File: src/core/opa_params.svh
// Constants for the output phase alignment and feedback block.
// Assumes inclusion by opa_pkg, by opa_align_top, by the checker and by the bench.
`ifndef OPA_PARAMS_SVH
`define OPA_PARAMS_SVH
// ----------------------------------------
// Sizes
// ----------------------------------------
`define OPA_NUM_GRP 6
`define OPA_SEL_EXT 3'h6
// ----------------------------------------
// Alignment timing, distribution cycles
// ----------------------------------------
`define OPA_SHOT_LEN 4'h3
`define OPA_FORCE_LAG 4'h5
`define OPA_RISE_LAG 9'h005
// ----------------------------------------
// Register byte addresses
// ----------------------------------------
`define OPA_ADDR_CTRL 8'h00
`define OPA_ADDR_STAT 8'h04
`define OPA_ADDR_REFDIV 8'h08
`define OPA_ADDR_GRP0 8'h10
// ----------------------------------------
// Control fields
// ----------------------------------------
`define OPA_CTRL_RST 32'h00000001
`define OPA_CTRL_EN 0
`define OPA_CTRL_QUAL 1
`define OPA_CTRL_POLINV 2
`define OPA_CTRL_FBEN 3
`define OPA_CTRL_FBSEL 6:4
`define OPA_CTRL_MODE 11:8
`define OPA_CTRL_MASK 12
`define OPA_MODE_ZD_A 4'h2
`define OPA_MODE_ZD_B 4'h5
// ----------------------------------------
// Group fields, refdiv reset and bus response codes
// ----------------------------------------
`define OPA_GRP_RST 32'h00005008
`define OPA_GRP_DIV 10:0
`define OPA_GRP_DDLY 19:12
`define OPA_GRP_HS 24
`define OPA_GRP_PD 25
`define OPA_GRP_EXEMPT 26
`define OPA_REFDIV_RST 32'h00000001
`define OPA_RESP_OK 2'h0
`define OPA_RESP_ERR 2'h2
`endif

File: src/core/opa_pkg.sv
// Types for the output phase alignment and feedback block.
// Assumes opa_params.svh on the include path.
`include "opa_params.svh"
package opa_pkg;
   typedef struct packed {
      logic [10:0] div;
      logic [7:0] ddly;
      logic hs;
      logic pd;
      logic exempt;
   } opa_grp_cfg_t;
   typedef enum logic [1:0] {ST_IDLE, ST_QUAL1, ST_QUAL2, ST_SHOT} opa_state_t;
endpackage

File: src/core/opa_align_top.sv
// Output phase alignment sequencer, feedback selector and register file.
// Assumes an AXI4-Lite master on sys_clk and asynchronous pins.
//
// The implementer's own choices: the AXI4-Lite slave port and the register offsets.
`timescale 1ns/1ps
`include "opa_params.svh"
module opa_align_top
   import opa_pkg::*;
(
   // Clock and reset
   input wire logic sys_clk,
   input wire logic rst_b,
   input wire logic ce,
   // AXI4-Lite write
   input wire logic [7:0] s_axi_awaddr,
   input wire logic s_axi_awvalid,
   output logic s_axi_awready,
   input wire logic [31:0] s_axi_wdata,
   input wire logic [3:0] s_axi_wstrb,
   input wire logic s_axi_wvalid,
   output logic s_axi_wready,
   output logic [1:0] s_axi_bresp,
   output logic s_axi_bvalid,
   input wire logic s_axi_bready,
   // AXI4-Lite read
   input wire logic [7:0] s_axi_araddr,
   input wire logic s_axi_arvalid,
   output logic s_axi_arready,
   output logic [31:0] s_axi_rdata,
   output logic [1:0] s_axi_rresp,
   output logic s_axi_rvalid,
   input wire logic s_axi_rready,
   // Pins
   input wire logic alignPin,
   input wire logic external_feedback_input,
   input wire logic digital_lock_detect,
   // Clock outputs and loop
   output logic [`OPA_NUM_GRP-1:0] groupClk,
   output logic fbClk,
   output logic zeroDelayMode,
   output logic [24:0] loopDivide,
   output logic holdEnter
);
   // ----------------------------------------
   // Decoding helpers
   // ----------------------------------------
   // 0 ctrl, 1 status, 2 refdiv, 8+g group, 15 unmapped
   function automatic logic [3:0] decodeAddr(input logic [7:0] a);
      logic [3:0] r;
      r = 4'hF;
      if (a == `OPA_ADDR_CTRL) r = 4'h0;
      else if (a == `OPA_ADDR_STAT) r = 4'h1;
      else if (a == `OPA_ADDR_REFDIV) r = 4'h2;
      else if (a >= `OPA_ADDR_GRP0 && a < `OPA_ADDR_GRP0 + 8'(4 * `OPA_NUM_GRP) && a[1:0] == 2'h0)
         r = 4'h8 + 4'((a - `OPA_ADDR_GRP0) >> 2);
      return r;
   endfunction

   function automatic logic [31:0] mergeStrb(input logic [31:0] o, input logic [31:0] n,
                                             input logic [3:0] s);
      logic [31:0] r;
      r = o;
      for (int i = 0; i < 4; i++) begin
         if (s[i]) r[8*i +: 8] = n[8*i +: 8];
      end
      return r;
   endfunction

   // Selector shared by the qualifier and the feedback path
   function automatic logic pickSrc(input logic [2:0] sel, input logic [`OPA_NUM_GRP-1:0] g,
                                    input logic ext);
      logic r;
      r = 1'b0;
      if (sel == `OPA_SEL_EXT) r = ext;
      else if (sel < 3'(`OPA_NUM_GRP)) r = g[sel];
      return r;
   endfunction

   // ----------------------------------------
   // Pin synchronisers
   // ----------------------------------------
   logic pinSync, extSync, lockSync;
   opa_sync3 uPin (.sys_clk(sys_clk), .rst_b(rst_b), .ce(ce), .din(alignPin), .dout(pinSync));
   opa_sync3 uExt (.sys_clk(sys_clk), .rst_b(rst_b), .ce(ce), .din(external_feedback_input),
                   .dout(extSync));
   opa_sync3 uLock (.sys_clk(sys_clk), .rst_b(rst_b), .ce(ce), .din(digital_lock_detect),
                    .dout(lockSync));

   // ----------------------------------------
   // Register file and bus slave
   // ----------------------------------------
   logic [31:0] ctrl_q, ctrl_d, refDiv_q, refDiv_d, rData_q, rData_d, rdMux;
   logic [31:0] grp_q [`OPA_NUM_GRP];
   logic [31:0] grp_d [`OPA_NUM_GRP];
   logic awReady_q, awReady_d, bValid_q, bValid_d, arReady_q, arReady_d, rValid_q, rValid_d;
   logic [1:0] bResp_q, bResp_d, rResp_q, rResp_d;
   logic wrDone, rdDone, busy;
   logic [3:0] wIdx, rIdx;
   logic [`OPA_NUM_GRP-1:0] grpOut;
   logic oneShot_q;

   always_comb begin
      wrDone = s_axi_awvalid && s_axi_wvalid && awReady_q;
      rdDone = s_axi_arvalid && arReady_q;
      wIdx = decodeAddr(s_axi_awaddr);
      rIdx = decodeAddr(s_axi_araddr);
      // Address and data are taken together, so neither can run ahead
      awReady_d = !awReady_q && !bValid_q && s_axi_awvalid && s_axi_wvalid;
      arReady_d = !arReady_q && !rValid_q && s_axi_arvalid;
      bValid_d = bValid_q ? !s_axi_bready : wrDone;
      bResp_d = wrDone ? ((wIdx == 4'hF) ? `OPA_RESP_ERR : `OPA_RESP_OK) : bResp_q;
      rValid_d = rValid_q ? !s_axi_rready : rdDone;
      ctrl_d = ctrl_q;
      refDiv_d = refDiv_q;
      for (int g = 0; g < `OPA_NUM_GRP; g++) begin
         grp_d[g] = grp_q[g];
         if (wrDone && wIdx == 4'h8 + 4'(g)) grp_d[g] = mergeStrb(grp_q[g], s_axi_wdata, s_axi_wstrb);
      end
      if (wrDone && wIdx == 4'h0) ctrl_d = mergeStrb(ctrl_q, s_axi_wdata, s_axi_wstrb);
      if (wrDone && wIdx == 4'h2) refDiv_d = mergeStrb(refDiv_q, s_axi_wdata, s_axi_wstrb);
      rdMux = 32'h00000000;
      case (rIdx)
         4'h0: rdMux = ctrl_q;
         4'h1: rdMux = {16'h0000, 2'h0, grpOut, 2'h0, pinSync ^ ctrl_q[`OPA_CTRL_POLINV], lockSync,
                        holdEnter, zeroDelayMode, oneShot_q, busy};
         4'h2: rdMux = refDiv_q;
         default: begin
            if (rIdx >= 4'h8 && rIdx < 4'h8 + 4'(`OPA_NUM_GRP)) rdMux = grp_q[3'(rIdx - 4'h8)];
         end
      endcase
      rData_d = rdDone ? rdMux : rData_q;
      rResp_d = rdDone ? ((rIdx == 4'hF) ? `OPA_RESP_ERR : `OPA_RESP_OK) : rResp_q;
   end

   always_ff @(posedge sys_clk or negedge rst_b) begin
      if (!rst_b) begin
         ctrl_q <= `OPA_CTRL_RST;
         refDiv_q <= `OPA_REFDIV_RST;
         for (int g = 0; g < `OPA_NUM_GRP; g++) grp_q[g] <= `OPA_GRP_RST;
         awReady_q <= 1'b0;
         bValid_q <= 1'b0;
         bResp_q <= `OPA_RESP_OK;
         arReady_q <= 1'b0;
         rValid_q <= 1'b0;
         rResp_q <= `OPA_RESP_OK;
         rData_q <= 32'h00000000;
      end else if (ce) begin
         ctrl_q <= ctrl_d;
         refDiv_q <= refDiv_d;
         for (int g = 0; g < `OPA_NUM_GRP; g++) grp_q[g] <= grp_d[g];
         awReady_q <= awReady_d;
         bValid_q <= bValid_d;
         bResp_q <= bResp_d;
         arReady_q <= arReady_d;
         rValid_q <= rValid_d;
         rResp_q <= rResp_d;
         rData_q <= rData_d;
      end
   end
   assign s_axi_awready = awReady_q;
   assign s_axi_wready = awReady_q;
   assign s_axi_bvalid = bValid_q;
   assign s_axi_bresp = bResp_q;
   assign s_axi_arready = arReady_q;
   assign s_axi_rvalid = rValid_q;
   assign s_axi_rresp = rResp_q;
   assign s_axi_rdata = rData_q;

   // ----------------------------------------
   // Alignment sequencer
   // ----------------------------------------
   opa_state_t st_q, st_d;
   logic reqPrev_q, reqPrev_d, pend_q, pend_d, qualPrev_q, qualPrev_d, oneShot_d;
   logic forceLow_q, forceLow_d, release_q, release_d;
   logic [3:0] shotCnt_q, shotCnt_d;
   logic reqLevel, reqEdge, qualFall, alignEn;

   always_comb begin
      reqLevel = pinSync ^ ctrl_q[`OPA_CTRL_POLINV];
      reqEdge = reqLevel && !reqPrev_q;
      alignEn = ctrl_q[`OPA_CTRL_EN];
      qualPrev_d = pickSrc(ctrl_q[`OPA_CTRL_FBSEL], grpOut, extSync);
      // Without output qualification each stage advances at once
      qualFall = !ctrl_q[`OPA_CTRL_QUAL] || (qualPrev_q && !qualPrev_d);
      reqPrev_d = reqLevel;
      // A request edge arriving as the latch is consumed still wins
      pend_d = (pend_q && st_q == ST_IDLE) ? 1'b0 : pend_q;
      if (reqEdge && alignEn) pend_d = 1'b1;
      st_d = st_q;
      shotCnt_d = shotCnt_q;
      forceLow_d = 1'b0;
      release_d = 1'b0;
      oneShot_d = oneShot_q;
      case (st_q)
         ST_IDLE: begin
            if (pend_q) st_d = ST_QUAL1;
         end
         ST_QUAL1: begin
            if (qualFall) st_d = ST_QUAL2;
         end
         ST_QUAL2: begin
            if (qualFall) begin
               st_d = ST_SHOT;
               oneShot_d = 1'b1;
               shotCnt_d = 4'h1;
            end
         end
         ST_SHOT: begin
            shotCnt_d = shotCnt_q + 4'h1;
            if (shotCnt_q == `OPA_SHOT_LEN) begin
               oneShot_d = 1'b0;
               release_d = 1'b1;
            end
            if (shotCnt_q == `OPA_FORCE_LAG - 4'h1) begin // Pulse register and output flop add an edge
               forceLow_d = 1'b1;
               st_d = ST_IDLE;
            end
         end
         default: st_d = ST_IDLE;
      endcase
   end

   always_ff @(posedge sys_clk or negedge rst_b) begin
      if (!rst_b) begin
         st_q <= ST_IDLE;
         reqPrev_q <= 1'b0;
         pend_q <= 1'b0;
         qualPrev_q <= 1'b0;
         oneShot_q <= 1'b0;
         forceLow_q <= 1'b0;
         release_q <= 1'b0;
         shotCnt_q <= 4'h0;
      end else if (ce) begin
         st_q <= st_d;
         reqPrev_q <= reqPrev_d;
         pend_q <= pend_d;
         qualPrev_q <= qualPrev_d;
         oneShot_q <= oneShot_d;
         forceLow_q <= forceLow_d;
         release_q <= release_d;
         shotCnt_q <= shotCnt_d;
      end
   end
   assign busy = (st_q != ST_IDLE) || pend_q;

   // ----------------------------------------
   // Output groups
   // ----------------------------------------
   generate
      for (genvar g = 0; g < `OPA_NUM_GRP; g++) begin : gGrp
         opa_grp_cfg_t cfg;
         assign cfg.div = grp_q[g][`OPA_GRP_DIV];
         assign cfg.ddly = grp_q[g][`OPA_GRP_DDLY];
         assign cfg.hs = grp_q[g][`OPA_GRP_HS];
         assign cfg.pd = grp_q[g][`OPA_GRP_PD];
         assign cfg.exempt = grp_q[g][`OPA_GRP_EXEMPT];
         opa_out_div uDiv (
            .sys_clk(sys_clk),
            .rst_b(rst_b),
            .ce(ce),
            .cfg(cfg),
            .forceLow(forceLow_q),
            .releaseGo(release_q),
            .clkOut(grpOut[g])
         );
      end
   endgenerate
   assign groupClk = grpOut;

   // ----------------------------------------
   // Feedback path and hold
   // ----------------------------------------
   logic fb_q, fb_d, zd_q, zd_d, hold_q, hold_d;
   logic [24:0] loop_q, loop_d;
   logic [10:0] fbDiv;

   always_comb begin
      zd_d = ctrl_q[`OPA_CTRL_MODE] == `OPA_MODE_ZD_A || ctrl_q[`OPA_CTRL_MODE] == `OPA_MODE_ZD_B;
      fb_d = ctrl_q[`OPA_CTRL_FBEN] && zd_d && pickSrc(ctrl_q[`OPA_CTRL_FBSEL], grpOut, extSync);
      fbDiv = 11'h001;
      if (ctrl_q[`OPA_CTRL_FBSEL] < 3'(`OPA_NUM_GRP)) fbDiv = grp_q[ctrl_q[`OPA_CTRL_FBSEL]][`OPA_GRP_DIV];
      loop_d = 25'(refDiv_q[13:0] * fbDiv);
      // Lock loss only matters for the zero-delay loop
      hold_d = zd_d && !lockSync && !ctrl_q[`OPA_CTRL_MASK];
   end

   always_ff @(posedge sys_clk or negedge rst_b) begin
      if (!rst_b) begin
         fb_q <= 1'b0;
         zd_q <= 1'b0;
         hold_q <= 1'b0;
         loop_q <= 25'h0000000;
      end else if (ce) begin
         fb_q <= fb_d;
         zd_q <= zd_d;
         hold_q <= hold_d;
         loop_q <= loop_d;
      end
   end
   assign fbClk = fb_q;
   assign zeroDelayMode = zd_q;
   assign loopDivide = loop_q;
   assign holdEnter = hold_q;
endmodule

File: src/core/opa_out_div.sv
// One clock output group: divider, forced low and delayed restart.
// Assumes force and release pulses from the alignment sequencer.
`timescale 1ns/1ps
module opa_out_div
   import opa_pkg::*;
(
   // Clock and reset
   input wire logic sys_clk,
   input wire logic rst_b,
   input wire logic ce,
   // Control
   input opa_grp_cfg_t cfg,
   input wire logic forceLow,
   input wire logic releaseGo,
   // Output
   output logic clkOut
);
   logic [10:0] cnt_q, cnt_d, divEff;
   logic [8:0] wait_q, wait_d;
   logic held_q, held_d, armed_q, armed_d, out_q, out_d;

   always_comb begin
      divEff = (cfg.div == 11'h000) ? 11'h001 : cfg.div;
      cnt_d = cnt_q;
      wait_d = wait_q;
      held_d = held_q;
      armed_d = armed_q;
      out_d = out_q;
      if (cfg.pd) begin
         cnt_d = 11'h000;
         out_d = 1'b0;
      end else begin
         if (!held_q) begin
            cnt_d = (cnt_q >= divEff - 11'h001) ? 11'h000 : cnt_q + 11'h001;
            // Half step swaps the halves, shifting phase by half a period
            out_d = (cnt_d < 11'(({1'b0, divEff} + 12'h001) >> 1)) ^ cfg.hs;
         end
         if (forceLow && !cfg.exempt) begin
            held_d = 1'b1;
            out_d = 1'b0;
         end
         if (releaseGo && !cfg.exempt) begin
            armed_d = 1'b1;
            // Arming edge and output flop already count toward the rise
            wait_d = `OPA_RISE_LAG + {1'b0, cfg.ddly} - 9'h002;
         end else if (armed_q) begin
            if (wait_q != 9'h000) begin
               wait_d = wait_q - 9'h001;
            end else begin
               armed_d = 1'b0;
               held_d = 1'b0;
               cnt_d = 11'h000;
               out_d = ~cfg.hs;
            end
         end
      end
   end

   always_ff @(posedge sys_clk or negedge rst_b) begin
      if (!rst_b) begin
         cnt_q <= 11'h000;
         wait_q <= 9'h000;
         held_q <= 1'b0;
         armed_q <= 1'b0;
         out_q <= 1'b0;
      end else if (ce) begin
         cnt_q <= cnt_d;
         wait_q <= wait_d;
         held_q <= held_d;
         armed_q <= armed_d;
         out_q <= out_d;
      end
   end
   assign clkOut = out_q;
endmodule

File: src/core/opa_sync3.sv
// Three-stage input synchroniser with agreement filter.
// Assumes an asynchronous single-bit input.
`timescale 1ns/1ps
module opa_sync3 (
   // Clock and reset
   input wire logic sys_clk,
   input wire logic rst_b,
   input wire logic ce,
   // Data
   input wire logic din,
   output logic dout
);
   logic s1_q, s2_q, s3_q, out_q, out_d;
   // Stage one feeds stage two only, to keep metastability contained
   always_comb begin
      out_d = (s2_q == s3_q) ? s3_q : out_q;
   end
   always_ff @(posedge sys_clk or negedge rst_b) begin
      if (!rst_b) begin
         s1_q <= 1'b0;
         s2_q <= 1'b0;
         s3_q <= 1'b0;
         out_q <= 1'b0;
      end else if (ce) begin
         s1_q <= din;
         s2_q <= s1_q;
         s3_q <= s2_q;
         out_q <= out_d;
      end
   end
   assign dout = out_q;
endmodule

File: config.mk
export PLATFORM = sky130hd
export DESIGN_NAME = opa_align_top
export DESIGN_NICKNAME = d
export VERILOG_FILES = /design/src/core/opa_pkg.sv /design/src/core/opa_align_top.sv /design/src/core/opa_out_div.sv /design/src/core/opa_sync3.sv
export VERILOG_INCLUDE_DIRS = /design/src /design/src/core
export SDC_FILE = /design/constraint.sdc
export NUM_CORES = 2
export LEC_CHECK = 0
export BUFFER_PORTS_ARGS = -buffer_cell sky130_fd_sc_hd__buf_2
export CAP_MARGIN = 25
export CORE_ASPECT_RATIO = 1.25
export CORE_MARGIN = 2
export CORE_UTILIZATION = 50
export DETAILED_ROUTE_END_ITERATION = 8
export PLACE_DENSITY = 0.73
export SETUP_SLACK_MARGIN = 0.5
export SLEW_MARGIN = 20
export SYNTH_ARGS = -nofsm -noshare
export SYNTH_HDL_FRONTEND = slang
export SYNTH_HIERARCHICAL = 1
export SYNTH_SLANG_ARGS = --single-unit
File: constraint.sdc
create_clock -name sys_clk -period 9.35 [get_ports sys_clk]
set_input_delay 1.4025 -clock sys_clk [delete_from_list [all_inputs] [get_ports sys_clk]]
set_output_delay 1.4025 -clock sys_clk [all_outputs]
set_load 0.02 [all_outputs]
==> impl_summary.log <==
INFO  metric worst_pin_slew = 1097 ps
INFO  metric slew_viol_final = 0
INFO  metric vias = 28449
INFO  metric post_synth_inst_count = 3616
INFO  metric clock_skew = 21.79 ps
INFO  metric dominantRegCellSynth = dfrtp_1
INFO  metric synth.ff_latch_count = 484
INFO  metric crit_type = reg -> reg
INFO  metric io_pins = 138
INFO  metric placeableCoreArea = 70370 um^2
INFO  metric first_pass_iters = 7
INFO  metric synth-simple-area-share = 15.14%
INFO  metric die_h = 301.2 um
INFO  metric setup.worst_path.start_class = flip-flop
INFO  metric ir_drop = 0.2086 mV
INFO  metric grt-ovfl-total = 0
INFO  metric synthDominantCellAreaShare = 32.86%
INFO  metric pin_count_of_the_biggest_net_entering_global_routing = between 100 and 150
INFO  metric final_critical_path_setup_slack = 2186 ps
INFO  metric critPathArrivalTime = 7660 ps
INFO  metric critical_path.endpoint_type = flip-flop
INFO  metric postCtsSetupRepairBufs = 0
INFO  metric synthArstFlopShare = 100.0%
INFO  metric num-fill-cells = about 6300
INFO  metric synth_top_family_by_area = compound AO/OA/AOI/OAI gates
INFO  metric synthesis.area_per_instance = 9.772 um^2
INFO  metric critical_path.cell_chain = buf_4, mux4_2, nand2_1, o21ai_0, buf_4, and2_1, fa_1, inv_1, fa_1, inv_1, fa_1, fa_1, inv_1, fa_1, inv_1, ha_1, inv_1, o41ai_1, a21oi_1, o21ai_0, xor2_1, mux2_2
INFO  metric synth_top_cell_by_area = dfrtp_1
INFO  metric power.static_leakage = 17.52 nW
INFO  metric synth_cell_type_count = 100
INFO  metric antenna_found_initial = 11
INFO  metric min_path_type = reg -> reg
INFO  metric worst_r2r_path_depth = 22
INFO  metric gpl.final_weighted_congestion = 0.9458
INFO  metric finalSetupTns = 0 ps
INFO  metric num_rows = 109
INFO  metric synthXorXnorAreaFrac = 5.205%
INFO  metric hpwlAfterDp = 73230 um
INFO  metric via_count_of_the_first_global_routing_pass = 28078
INFO  metric seq_total_area_yosys = 34.35%
INFO  metric final_area = 38590 um^2
INFO  metric timing.critical_path.depth = 22
INFO  metric worst-endpoint-required = 9850 ps
INFO  metric final_antenna_net_count = 0
INFO  metric placement.cell_area = 36680 um^2
INFO  metric floorplan.initialDensity = between 50% and 60%
INFO  metric final-setup-viol-count = 0
INFO  metric cts_root_buf = clkbuf_16
INFO  metric cts.hold.buffers_added = 0
INFO  metric rsz0062_at_grt = false
INFO  metric run_status = finished, final reports clean
INFO  metric syn-cell-area = 35330 um^2
INFO  metric chipWidth = 241.8 um
INFO  metric period_share = 76.62%
INFO  metric relSlewSlack = a little over a quarter
INFO  metric crit_path_max_fanout = 14
INFO  metric totalWireLength = 99830 um
INFO  metric viasPerCell = 6.101
INFO  metric post-route-drc-count = 0
INFO  metric synth-edff-count = 0
INFO  metric wl_per_cell = 21.41 um
INFO  metric peak_clock_frequency_supported_by_timing = around 140 MHz
INFO  metric numClockSinks = 484
INFO  metric cts_buffers = 51
INFO  metric drive_above_1_share = approximately 15%
INFO  metric htree_levels = 2
INFO  metric synthAdderAreaFrac = 14.21%
INFO  metric cpLargestDelayFamily = adder cells
INFO  metric critical_path.n_buffers_inverters = 7
INFO  metric final.min_clock_period = 7164 ps
INFO  metric num-nets-final = 4071
INFO  metric power_per_cell_area = 159.8 nW/um^2
INFO  metric critical_path.slowest_cell = o41ai_1
INFO  metric post_cts_resize_count = 0
INFO  metric yosys_warnings = 6
INFO  metric critical-path-max-stage-delay = roughly 940 ps
INFO  metric pre_cts_slack = 2201 ps
INFO  metric reg2reg_setup_slack = 2190 ps
INFO  metric port_buffers = 135
INFO  metric hold_violations = 0
INFO  metric yosys-mux-area-fraction = 10.76%
INFO  metric drt_first_iter_violations = 2707
INFO  metric netlist_top_cells_area = dfrtp_1, ha_1, fa_1, mux2_2, nand2_1
INFO  metric max-cap-violations = 0
INFO  metric path_clk_slew = around 70 ps
INFO  metric area_growth = 9.203%
INFO  metric cts_tree = built
INFO  metric synth_compound_gate_area_share = 15.52%
INFO  metric grt_pass1_wl = 156100 um
INFO  metric maximum_buffer_depth_of_the_clock_tree = 3
INFO  metric min_delay_path_depth = 1
INFO  metric dieArea = about 73000 um^2
INFO  metric clock_insertion_delay_worst_skew = 620 ps
INFO  metric gr-usage-all-layers = 27.06%
## path summary, 6_finish.rpt
path                       startpoint                endpoint
min in group asynchronous       rst_b  gGrp[1].uDiv/wait_q[4]
setup reg to reg            ctrl_q[4]          loopDivide[20]
setup / recovery            ctrl_q[4]          loopDivide[20]
hold / removal              reqPrev_q                  pend_q
hold reg to reg             reqPrev_q                  pend_q
max in group asynchronous       rst_b   gGrp[3].uDiv/cnt_q[6]
## registers in the layout (all words and copies together) (netlist names), 2 cells and up
register,count
gGrp.uDiv/armed_q,6
gGrp.cfg,132
s_axi_rdata,32
grp_q,60
gGrp.uDiv/held_q,6
gGrp.uDiv/clkOut,6
loopDivide,25
st_q,2
refDiv_q,32
gGrp.uDiv/cnt_q,66
shotCnt_q,4
ctrl_q,32
gGrp.uDiv/wait_q,54
## power by group
| part | switching (mW) | internal, mW |
|---|---|---|
| logic | 0.820 | 0.494 |
| registers | 0.280 | 2.32 |
| clock network | 0.923 | 1.33 |
| total | 2.02 | 4.14 |
## per-stage QoR
stage / util, % / total power [mW] / cells / hold slack (ps)
2_1_floorplan: - / 3.506 / 3617 / 429.8
3_3_place_gp: 52.11 / 3.875 / 4558 / 436.0
3_5_place_dp: 52.12 / 3.915 / 4559 / 442.4
4_1_cts: 54.78 / 6.169 / 4655 / 451.3
5_1_grt: 54.82 / 6.462 / 4661 / 476.4
6_report: 54.83 / 6.166 / 4663 / 457.1
## layout by cell type, fill, tap and decap left out, types with 45 or more instances in the layout
master	n
nor2_1	164
inv_1	240
a31oi_1	69
nand3_1	62
and2_1	65
o22ai_1	47
dfrtp_1	464
xnor2_1	121
and3_1	55
fa_1	107
nand2b_1	48
nor2b_1	48
ha_1	230
nand2_1	340
mux2_1	100
mux2_2	180
xor2_1	89
nor3_1	45
a21oi_1	168
buf_2	133
o21ai_0	151
clkbuf_16	52
## Yosys cell counts (19+ instances only)
library cell	n
nor3_1	45
dfrtp_1	464
a21o_1	20
inv_1	240
mux2_1	100
o22ai_1	47
nand3b_1	31
nand2b_1	48
o21ai_0	151
and3_1	55
clkbuf_1	113
nand2_1	340
nand3_1	62
xor2_1	89
ha_1	230
nor4_1	25
nor2_1	165
a21oi_1	169
mux2_2	180
a22o_1	36
o221ai_1	35
a22oi_1	40
nor2b_1	48
a31oi_1	69
o21a_1	19
buf_2	24
dfstp_2	20
o21ai_1	36
xnor2_1	121
and2_1	66
o31ai_1	41
mux2i_1	38
nand4_1	38
fa_1	107
## metal layers
layer / global-route usage, % / up-vias / routed length (um)
li1: - / 13120 / -
met1: 33.67 / 14085 / 40280
met2: 46.20 / 968 / 48230
met3: 4.921 / 266 / 6701
met4: 11.85 / 10 / 4557
met5: 0 / - / 60
## cells by family after synthesis
group | count (synthesis)
buffers and inverters | 408
AND/OR/NAND/NOR | 1031
other | 1
AO/OA/AOI/OAI | 815
multiplexers | 330
flip-flops | 484
XOR/XNOR | 210
adder cells (fa/ha/maj) | 337
## layout make-up
cell class | instances | area (um^2) | share of cell area, %
antenna | 6 | 15.01 | 0.03891
clock buffer | 70 | 1499 | 3.885
clock inverter | 26 | 370.4 | 0.9598
inverter | 241 | 904.6 | 2.344
multi-input combinational | 2725 | 21530 | 55.79
sequential | 484 | 12140 | 31.45
tap | 943 | 1180 | 3.058
timing repair buffer | 168 | 952.2 | 2.468
No activity file was read; power rests on OpenSTA's default activity.
